`config.mk`:
```
export PLATFORM = sky130hd
export DESIGN_NAME = omm_mgmt_port
export DESIGN_NICKNAME = d
export VERILOG_FILES = /design/src/hw/omm_sync.v /design/src/hw/omm_mgmt_port.v
export VERILOG_INCLUDE_DIRS = /design/src /design/src/hw
export SDC_FILE = /design/constraint.sdc
export NUM_CORES = 2
export LEC_CHECK = 0
export ABC_AREA = 1
export ABC_CLOCK_PERIOD_IN_PS = 4030
export BUFFER_PORTS_ARGS = -buffer_cell sky130_fd_sc_hd__buf_2
export CAP_MARGIN = 10
export CORE_MARGIN = 5
export CORE_UTILIZATION = 45
export CTS_CLUSTER_SIZE = 14
export DETAILED_ROUTE_END_ITERATION = 7
export PLACE_DENSITY = 0.7
export REMOVE_ABC_BUFFERS = 1
export SLEW_MARGIN = 20
export SYNTH_ARGS = -nofsm -noshare
export SYNTH_HDL_FRONTEND = slang
export SYNTH_SLANG_ARGS = --single-unit
```
`constraint.sdc`:
```
create_clock -name clock -period 4.03 [get_ports clock]
set_clock_uncertainty 0.1 [all_clocks]
set_input_delay 0.806 -clock clock [delete_from_list [all_inputs] [get_ports clock]]
set_output_delay 0.806 -clock clock [all_outputs]
set_load 0.005 [all_outputs]
```
`src/hw/omm_defs.vh`:
```
// Constants for the optical module management port.
`ifndef OMM_DEFS_VH
`define OMM_DEFS_VH
// ==========================================================================
// Serial bus addressing
`define OMM_DEV_ADDR 7'h50
`define OMM_MEM_AW 8
// ==========================================================================
// Diagnostic map locations
`define OMM_LOC_TEMP 8'h60
`define OMM_LOC_BIAS 8'h61
`define OMM_LOC_TXPWR 8'h62
`define OMM_LOC_RXPWR 8'h63
`define OMM_LOC_VCC 8'h64
`define OMM_LOC_ALARM 8'h65
`define OMM_LOC_WARN 8'h66
`define OMM_LOC_STATUS 8'h67
// Locations below this address are write-protected.
`define OMM_WP_TOP 8'h80
// Alarm/warning limits, factory values.
`define OMM_ALARM_HI 8'hF0
`define OMM_ALARM_LO 8'h08
`define OMM_WARN_HI 8'hE0
`define OMM_WARN_LO 8'h10
// ==========================================================================
// Timing
`define OMM_CLK_NS 100
`define OMM_LASER_OFF_US 10
`define OMM_LASER_OFF_CYC ((`OMM_LASER_OFF_US * 1000) / `OMM_CLK_NS)
`define OMM_INIT_CYC 16
`endif

```
`src/hw/omm_sync.v`:
```
// Three-stage input synchroniser with agreement of the last two stages.
`timescale 1ns/1ps
module omm_sync #(
    parameter RESET_VAL = 1'b1
) (
    clock,
    rst_b,
    din,
    dout
);
    input wire clock;
    input wire rst_b;
    input wire din;
    output reg dout;
    reg s1_r;
    reg s2_r;
    reg s3_r;
    // ======================================================================
    // Stages; the first stage feeds only the second to contain metastability.
    always @(posedge clock or negedge rst_b) begin
        if (!rst_b) begin
            s1_r <= RESET_VAL;
            s2_r <= RESET_VAL;
            s3_r <= RESET_VAL;
            dout <= RESET_VAL;
        end else begin
            s1_r <= din;
            s2_r <= s1_r;
            s3_r <= s2_r;
            if (s2_r == s3_r) begin
                dout <= s3_r;
            end
        end
    end
endmodule

```
`src/hw/omm_mgmt_port.v`:
```
// Management side of the optical module: pins, serial memory and diagnostics.
// Function
// - Serial commands honoured only while select is low.
// - Interrupt low on condition, cause readable serially.
// - Laser off within 10 us of request.
// - Signal-lost pin 0 normal, 1 no light.
// - Module-absent pin tied low inside module.
// - Power-down high holds low-power standby.
// - Power-down falling edge resets bus state and init timer; memory kept.
// - Status and serial lines open-drain only.
// - Write sampled on rising clock, unprotected only.
// - Read data changes on falling clock.
// - Byte words, random or sequential access.
// - Addresses run contiguously from zero.
// - Diagnostic values continuously refreshed.
// - Alarm and warning flags outside normal range.
`timescale 1ns/1ps
`include "omm_defs.vh"
module omm_mgmt_port #(
    parameter AW = `OMM_MEM_AW,
    parameter INIT_CYC = `OMM_INIT_CYC
) (
    clock,
    rst_b,
    mod_desel,
    laser_off_request,
    power_down,
    scl,
    sda_in,
    sda_oe,
    sda_out,
    rx_light_ok,
    temp_adc,
    bias_adc,
    txpwr_adc,
    rxpwr_adc,
    vcc_adc,
    laser_enable,
    low_power,
    mod_abs_oe,
    mod_abs_out,
    module_not_ready_flag_oe,
    module_not_ready_flag_out,
    interrupt_oe,
    interrupt_out,
    receive_signal_lost_oe,
    receive_signal_lost_out
);
    input wire clock;
    input wire rst_b;
    input wire mod_desel;
    input wire laser_off_request;
    input wire power_down;
    input wire scl;
    input wire sda_in;
    output reg sda_oe;
    output reg sda_out;
    input wire rx_light_ok;
    input wire [7:0] temp_adc;
    input wire [7:0] bias_adc;
    input wire [7:0] txpwr_adc;
    input wire [7:0] rxpwr_adc;
    input wire [7:0] vcc_adc;
    output reg laser_enable;
    output reg low_power;
    output reg mod_abs_oe;
    output reg mod_abs_out;
    output reg module_not_ready_flag_oe;
    output reg module_not_ready_flag_out;
    output reg interrupt_oe;
    output reg interrupt_out;
    output reg receive_signal_lost_oe;
    output reg receive_signal_lost_out;

    localparam ST_IDLE = 3'd0;
    localparam ST_DEVA = 3'd1;
    localparam ST_WADR = 3'd2;
    localparam ST_WDAT = 3'd3;
    localparam ST_RDAT = 3'd4;
    localparam ST_RACK = 3'd5;
    localparam ST_SKIP = 3'd6;

    wire scl_s;
    wire sda_s;
    wire desel_s;
    wire loff_s;
    wire pdn_s;
    wire los_s;
    reg scl_d_r;
    reg sda_d_r;
    reg pdn_d_r;
    reg soft_rst_r;
    reg [2:0] st_r;
    reg [3:0] bit_r;
    reg [7:0] sh_r;
    reg [AW-1:0] adr_r;
    reg [7:0] mem [0:(1<<AW)-1];
    reg [7:0] alarm_r;
    reg [7:0] warn_r;
    reg [15:0] init_cnt_r;
    reg ready_r;
    integer i;

    // ======================================================================
    // Pin synchronisers; every single-bit input except clock and reset passes three stages; the ADC buses are not synchronised.
    omm_sync #(.RESET_VAL(1'b1)) u_scl (.clock(clock), .rst_b(rst_b), .din(scl), .dout(scl_s));
    omm_sync #(.RESET_VAL(1'b1)) u_sda (.clock(clock), .rst_b(rst_b), .din(sda_in), .dout(sda_s));
    omm_sync #(.RESET_VAL(1'b1)) u_des (.clock(clock), .rst_b(rst_b), .din(mod_desel), .dout(desel_s));
    omm_sync #(.RESET_VAL(1'b1)) u_lof (.clock(clock), .rst_b(rst_b), .din(laser_off_request), .dout(loff_s));
    omm_sync #(.RESET_VAL(1'b1)) u_pdn (.clock(clock), .rst_b(rst_b), .din(power_down), .dout(pdn_s));
    omm_sync #(.RESET_VAL(1'b0)) u_los (.clock(clock), .rst_b(rst_b), .din(rx_light_ok), .dout(los_s));

    wire scl_rise = scl_s & ~scl_d_r;
    wire scl_fall = ~scl_s & scl_d_r;
    wire start_c = scl_s & scl_d_r & sda_d_r & ~sda_s;
    wire stop_c = scl_s & scl_d_r & ~sda_d_r & sda_s;

    // Range check used for both alarm and warning bands.
    function out_of;
        input [7:0] v;
        input [7:0] lo;
        input [7:0] hi;
        begin
            out_of = (v < lo) || (v > hi);
        end
    endfunction

    // ======================================================================
    // Edge history and the power-down falling-edge reset pulse.
    // The pulse is a synchronous reset of the bus state machine, init timer and laser;
    // memory and flags keep their values, and the asynchronous reset net is not gated.
    always @(posedge clock or negedge rst_b) begin
        if (!rst_b) begin
            scl_d_r <= 1'b1;
            sda_d_r <= 1'b1;
            pdn_d_r <= 1'b1;
            soft_rst_r <= 1'b0;
        end else begin
            scl_d_r <= scl_s;
            sda_d_r <= sda_s;
            pdn_d_r <= pdn_s;
            soft_rst_r <= pdn_d_r & ~pdn_s;
        end
    end

    // ======================================================================
    // Initialisation timer, standby and laser control.
    always @(posedge clock or negedge rst_b) begin
        if (!rst_b) begin
            init_cnt_r <= 16'h0000;
            ready_r <= 1'b0;
            laser_enable <= 1'b0;
            low_power <= 1'b1;
        end else if (soft_rst_r) begin
            init_cnt_r <= 16'h0000;
            ready_r <= 1'b0;
            laser_enable <= 1'b0;
            low_power <= 1'b0;
        end else begin
            low_power <= pdn_s;
            if (pdn_s) begin
                ready_r <= 1'b0;
                init_cnt_r <= 16'h0000;
            end else if (init_cnt_r == INIT_CYC[15:0]) begin
                ready_r <= 1'b1;
            end else begin
                init_cnt_r <= init_cnt_r + 16'h0001;
            end
            // The request reaches the laser five cycles after the pin moves, far inside the limit.
            laser_enable <= ready_r & ~pdn_s & ~loff_s;
        end
    end

    // ======================================================================
    // Two-wire slave state machine with memory array.
    always @(posedge clock or negedge rst_b) begin
        if (!rst_b) begin
            st_r <= ST_IDLE;
            bit_r <= 4'h0;
            sh_r <= 8'h00;
            adr_r <= {AW{1'b0}};
            sda_oe <= 1'b0;
            sda_out <= 1'b0;
            alarm_r <= 8'h00;
            warn_r <= 8'h00;
            for (i = 0; i < (1<<AW); i = i + 1) begin
                mem[i] <= 8'h00;
            end
        end else if (soft_rst_r) begin
            st_r <= ST_IDLE;
            bit_r <= 4'h0;
            adr_r <= {AW{1'b0}};
            sda_oe <= 1'b0;
            sda_out <= 1'b0;
        end else begin
            // Diagnostics refresh every cycle; the host sees the latest.
            mem[`OMM_LOC_TEMP] <= temp_adc;
            mem[`OMM_LOC_BIAS] <= bias_adc;
            mem[`OMM_LOC_TXPWR] <= txpwr_adc;
            mem[`OMM_LOC_RXPWR] <= rxpwr_adc;
            mem[`OMM_LOC_VCC] <= vcc_adc;
            alarm_r <= {3'h0, out_of(vcc_adc, `OMM_ALARM_LO, `OMM_ALARM_HI),
                out_of(rxpwr_adc, `OMM_ALARM_LO, `OMM_ALARM_HI),
                out_of(txpwr_adc, `OMM_ALARM_LO, `OMM_ALARM_HI),
                out_of(bias_adc, `OMM_ALARM_LO, `OMM_ALARM_HI),
                out_of(temp_adc, `OMM_ALARM_LO, `OMM_ALARM_HI)};
            warn_r <= {3'h0, out_of(vcc_adc, `OMM_WARN_LO, `OMM_WARN_HI),
                out_of(rxpwr_adc, `OMM_WARN_LO, `OMM_WARN_HI),
                out_of(txpwr_adc, `OMM_WARN_LO, `OMM_WARN_HI),
                out_of(bias_adc, `OMM_WARN_LO, `OMM_WARN_HI),
                out_of(temp_adc, `OMM_WARN_LO, `OMM_WARN_HI)};
            mem[`OMM_LOC_ALARM] <= alarm_r;
            mem[`OMM_LOC_WARN] <= warn_r;
            mem[`OMM_LOC_STATUS] <= {5'h00, ~los_s, ~laser_enable, ~ready_r};
            if (desel_s) begin
                st_r <= ST_IDLE;
                sda_oe <= 1'b0;
                bit_r <= 4'h0;
            end else if (start_c) begin
                st_r <= ST_DEVA;
                bit_r <= 4'h0;
                sda_oe <= 1'b0;
            end else if (stop_c) begin
                st_r <= ST_IDLE;
                sda_oe <= 1'b0;
            end else if (scl_rise && st_r != ST_IDLE) begin
                // Rising edge: take a data bit or the host's acknowledge.
                if (bit_r < 4'h8) begin
                    sh_r <= {sh_r[6:0], sda_s};
                    bit_r <= bit_r + 4'h1;
                end else begin
                    bit_r <= 4'h0;
                    if (st_r == ST_RDAT) begin
                        // A released line in the acknowledge slot ends the read.
                        if (sda_s) begin
                            st_r <= ST_SKIP;
                        end
                    end else if (st_r == ST_DEVA) begin
                        if (sh_r[7:1] != `OMM_DEV_ADDR) begin
                            st_r <= ST_SKIP;
                        end else if (sh_r[0]) begin
                            st_r <= ST_RDAT;
                        end else begin
                            st_r <= ST_WADR;
                        end
                    end else if (st_r == ST_WADR) begin
                        adr_r <= sh_r[AW-1:0];
                        st_r <= ST_WDAT;
                    end else if (st_r == ST_WDAT) begin
                        if (adr_r >= `OMM_WP_TOP) begin
                            mem[adr_r] <= sh_r;
                        end
                        adr_r <= adr_r + {{(AW-1){1'b0}}, 1'b1};
                    end
                end
            end else if (scl_fall && st_r != ST_IDLE && st_r != ST_SKIP) begin
                // Falling edge: the only edge on which the module pulls SDA low; start, stop and deselect just release it.
                if (bit_r == 4'h8 && st_r != ST_RDAT && (st_r != ST_DEVA || sh_r[7:1] == `OMM_DEV_ADDR)) begin
                    sda_oe <= 1'b1;
                    sda_out <= 1'b0;
                end else if (st_r == ST_RDAT && bit_r < 4'h8) begin
                    if (bit_r == 4'h0) begin
                        sh_r <= mem[adr_r];
                        sda_oe <= ~mem[adr_r][7];
                        adr_r <= adr_r + {{(AW-1){1'b0}}, 1'b1};
                    end else begin
                        // Every rising edge shifted the byte left, so bit 7 holds the next bit to send.
                        sda_oe <= ~sh_r[7];
                    end
                    sda_out <= 1'b0;
                end else begin
                    sda_oe <= 1'b0;
                end
            end
        end
    end

    // ======================================================================
    // Open-drain status pins: only ever pull low or release.
    always @(posedge clock or negedge rst_b) begin
        if (!rst_b) begin
            mod_abs_oe <= 1'b1;
            mod_abs_out <= 1'b0;
            module_not_ready_flag_oe <= 1'b0;
            module_not_ready_flag_out <= 1'b0;
            interrupt_oe <= 1'b0;
            interrupt_out <= 1'b0;
            receive_signal_lost_oe <= 1'b1;
            receive_signal_lost_out <= 1'b0;
        end else begin
            mod_abs_oe <= 1'b1;
            mod_abs_out <= 1'b0;
            module_not_ready_flag_out <= 1'b0;
            module_not_ready_flag_oe <= ready_r;
            interrupt_out <= 1'b0;
            interrupt_oe <= (|alarm_r) | (|warn_r) | ~los_s;
            receive_signal_lost_out <= 1'b0;
            receive_signal_lost_oe <= los_s;
        end
    end
endmodule

```
==> impl_metrics.ini <==
[status]
outcome = finished, final reports clean

[critical_path]
worstRegToRegCells = 7
crit_path_launch_type = flop
critPathRequiredTime_ns = 4.67
r2r-start = adr_r[0]$_DFFE_PN0P_
cp_slowest_cell = sky130_fd_sc_hd__dfrtp_4
cp-end-kind = flop
criticalPathCategory = reg -> reg
cpMostUsedCell = sky130_fd_sc_hd__buf_4
cpPeakStageDelay_ns = 0.56
timing.rr.end = mem[26]$_DFFE_PN0P_
worstPathMaxFanout = 75
timing.critical_path.cells = inv_8 > buf_12 > buf_4 > ha_1 > buf_4 > nand4_1 > o21ai_0
r2r_slack_ns = 0.56
arrival_time_at_the_worst_endpoint_ns = 4.11
critical_path.n_buffers_inverters = 4
critical-path-top-delay-family = buffers and inverters

[sta]
holdWs_ns = 0.0807
rsz0062_at_grt = false
finalSetupTns_ns = 0
final_ws_setup_ns = 0.565
worst_slew_margin_rel_pct = 27.2
report.final.slew_viol_count = 0
timing.final.crit_share_pct = 86.0
hold_violation_total_from_the_final_report = 0
achievable-frequency_mhz = 289
worst_slew_pin_slew_ns = 1.09
finalSetupViolCount = 0
final.min_clock_period_ns = 3.47

[clock_tree]
cts_num_sinks = 2132
cts_resized = 0
max-clock-path-buffers = 3
cts-root-buf = sky130_fd_sc_hd__clkbuf_16
tritoncts_clock_tree = yes
clock_insertion_delay_worst_skew_ns = 0.89
cts_setup_buffers = 0
depth_of_the_cts_h_tree = 4
cts_made_buffers = 210
clock_edge_transition_at_the_registers_on_the_reported_setup_and_hold_paths_ns = 0.06

[final_layout]
filler_cell_count = 17900
syn2layout_area_growth_pct = 7.79
drive_gt1_share_pct = 7.72
layout.cells.most_common_list = sky130_fd_sc_hd__nand2_1, sky130_fd_sc_hd__dfrtp_1, sky130_fd_sc_hd__o21ai_0, sky130_fd_sc_hd__nor2_1, sky130_fd_sc_hd__o21ai_1
layout_commonest_cell = sky130_fd_sc_hd__nand2_1
final_nets = 9330
layout.cells.non_filler = 12100

[placed_design]
place.detailed.instances = 11700
portBuffers = 53
routabilityCongestion = 0.861
pre_cts_slack_ns = 0.588
dp_hpwl_um = 139000

[floorplanning]
site_rows = 164
fp.coreArea_mm2 = 0.199
floorplan.io_pins = 60
die_area_mm2 = 0.209
fp.dieW_um = 457
floorplan.die.height_um = 457
initial_utilization_pct = 45.1

[worst_hold_path]
hold_path_class = in -> reg
hold_path_depth = 3
hp-start = temp_adc[2]
holdPathEnd = mem[1274]$_DFFE_PN0N_

[detailed_routing]
dr_vias = 66600
dr.pass1.iters = 5
remaining_drc_errors = 0
drt_iter0_markers = 6584
routed_wire_length_per_instance_um = 19.3
drtAntennaViolNets = 0
route.final.wire_length_um = 233000
avgViaCountPerCell = 5.50

[power]
leakage_nw = 45.8
p_total_mw = 43.1
p_per_area_mw_per_mm2 = 444
ir_worst_vdd_uv = 401

[synthesis]
synth_cell_type_count = 46
asyncSetResetFlopFracSynth_pct = 100
dominantRegCellSynth = sky130_fd_sc_hd__dfrtp_1
syn-instance-count = 10400
synth-seq-cells = 2132
synth_area_per_cell_um2 = 8.62
ys_warn_count = 0
synth-edff-count = 0
yosysSeqAreaShare_pct = 59.3
synthesis.area_mm2 = 0.0900

[grt]
vias_in_the_first_global_route = 66700
wire_length_of_the_first_global_routing_pass_um = 375000
pin_count_of_the_biggest_net_entering_global_routing = 137
grt_overflow = 0
antenna_found_initial = 2
grt_util_all_layers_pct = 22.0

[run]
maxCapViolations = 0
-- sequential cells by signal, indices dropped and copies added, names as in the netlist, 3 cells and up --
name / count
init_cnt_r: 16
adr_r: 8
mem: 2048
st_r: 3
sh_r: 8
bit_r: 4
alarm_r: 5
warn_r: 5
-- per-stage QoR --
| step | area (µm²) | utilization [%] |
|---|---|---|
| after floorplan | 83500 | - |
| after global placement | 89600 | 44.9 |
| after detailed placement | 89600 | 44.9 |
| after CTS | 97000 | 48.7 |
| after global routing | 97000 | 48.7 |
| final | 97000 | 48.7 |
-- worst max-delay path by stage --
stage / start / endpoint / slack, ns / cells after the start
3_3_place_gp: adr_r[0]$_DFFE_PN0P_ / mem[27]$_DFFE_PN0P_ / 0.64 / 8
3_5_place_dp: adr_r[0]$_DFFE_PN0P_ / sh_r[0]$_DFFE_PN0P_ / 0.59 / 15
6_report: adr_r[0]$_DFFE_PN0P_ / mem[26]$_DFFE_PN0P_ / 0.56 / 7
5_1_grt: adr_r[0]$_DFFE_PN0P_ / mem[26]$_DFFE_PN0P_ / 0.38 / 7
2_1_floorplan: adr_r[0]$_DFFE_PN0P_ / mem[602]$_DFFE_PN0P_ / -44.51 / 6
4_1_cts: adr_r[0]$_DFFE_PN0P_ / sh_r[0]$_DFFE_PN0P_ / 0.58 / 15
-- cell usage after synthesis, types with 3 or more instances --
| cell type | n | area (µm²) |
|---|---|---|
| sky130_fd_sc_hd__ha_1 | 8 | 100 |
| sky130_fd_sc_hd__a22o_1 | 9 | 78.8 |
| sky130_fd_sc_hd__maj3_1 | 6 | 60.1 |
| sky130_fd_sc_hd__dfrtp_1 | 2107 | 52700 |
| sky130_fd_sc_hd__nor2_1 | 1244 | 4670 |
| sky130_fd_sc_hd__dfstp_2 | 25 | 657 |
| sky130_fd_sc_hd__and2_1 | 4 | 25.0 |
| sky130_fd_sc_hd__nand3_1 | 75 | 375 |
| sky130_fd_sc_hd__a31oi_1 | 12 | 75.1 |
| sky130_fd_sc_hd__nand2_1 | 2275 | 8540 |
| sky130_fd_sc_hd__buf_4 | 15 | 113 |
| sky130_fd_sc_hd__inv_1 | 222 | 833 |
| sky130_fd_sc_hd__nand2_2 | 6 | 37.5 |
| sky130_fd_sc_hd__o22ai_1 | 402 | 2510 |
| sky130_fd_sc_hd__nand3_2 | 3 | 30.0 |
| sky130_fd_sc_hd__clkinv_1 | 3 | 11.3 |
| sky130_fd_sc_hd__o21ai_0 | 1718 | 8600 |
| sky130_fd_sc_hd__o211ai_1 | 4 | 30.0 |
| sky130_fd_sc_hd__buf_1 | 28 | 105 |
| sky130_fd_sc_hd__inv_2 | 3 | 11.3 |
| sky130_fd_sc_hd__nand4_4 | 40 | 851 |
| sky130_fd_sc_hd__a21oi_1 | 71 | 355 |
| sky130_fd_sc_hd__xor2_1 | 5 | 43.8 |
| sky130_fd_sc_hd__clkbuf_1 | 1453 | 5450 |
| sky130_fd_sc_hd__buf_6 | 5 | 56.3 |
| sky130_fd_sc_hd__o21ai_1 | 412 | 2060 |
| sky130_fd_sc_hd__nand4_1 | 65 | 407 |
| sky130_fd_sc_hd__buf_2 | 161 | 806 |
| sky130_fd_sc_hd__a21boi_0 | 3 | 22.5 |
| sky130_fd_sc_hd__nor4_1 | 16 | 100 |
| sky130_fd_sc_hd__nor3_1 | 16 | 80.1 |
| sky130_fd_sc_hd__nor2_2 | 3 | 18.8 |
-- timing repair --
item                       in CTS  in global routing
setup endpoints to repair       0                  0
hold endpoints to repair       66                  0
hold buffers                    7                  0
-- tightest hold or removal path, stage by stage --
cell and delay [ns]:
sky130_fd_sc_hd__buf_2 0.09, sky130_fd_sc_hd__nand2_1 0.05, sky130_fd_sc_hd__nand2_1 0.05
-- power by group --
group	internal [mW]	leakage (nW)	switching, mW
clock	11.7	3.62	8.67
sequential	21.5	29.6	0.0907
combinational	0.211	12.6	0.946
-- cell families after synthesis --
kind of cell	share of synthesized area, %
AO/OA/AOI/OAI	15.3
buffers and inverters	8.21
AND/OR/NAND/NOR	16.9
adder cells (fa/ha/maj)	0.178
flip-flops	59.3
XOR/XNOR	0.0681
other	0.00834
-- layout make-up --
class | instances | area (µm²) | share of cell area [%]
multi-input cells | 6422 | 29300 | 30.2
well taps | 2656 | 3320 | 3.42
inverters | 228 | 896 | 0.923
flip-flops and latches | 2132 | 53400 | 55.0
clock buffers | 306 | 6190 | 6.37
diodes | 1 | 2.50 | 0.00258
clock inverters | 86 | 1140 | 1.18
repair buffers | 280 | 2780 | 2.86
-- layer usage --
metal	vias up	share of wire, %	GRT usage (%)
met2	2494	45	34.1
met3	526	7.4	4.01
met4	4	3.5	7.61
li1	31100	-	-
met1	32500	44	31.4
met5	-	0.011	0
(Power assumes the default switching activity.)
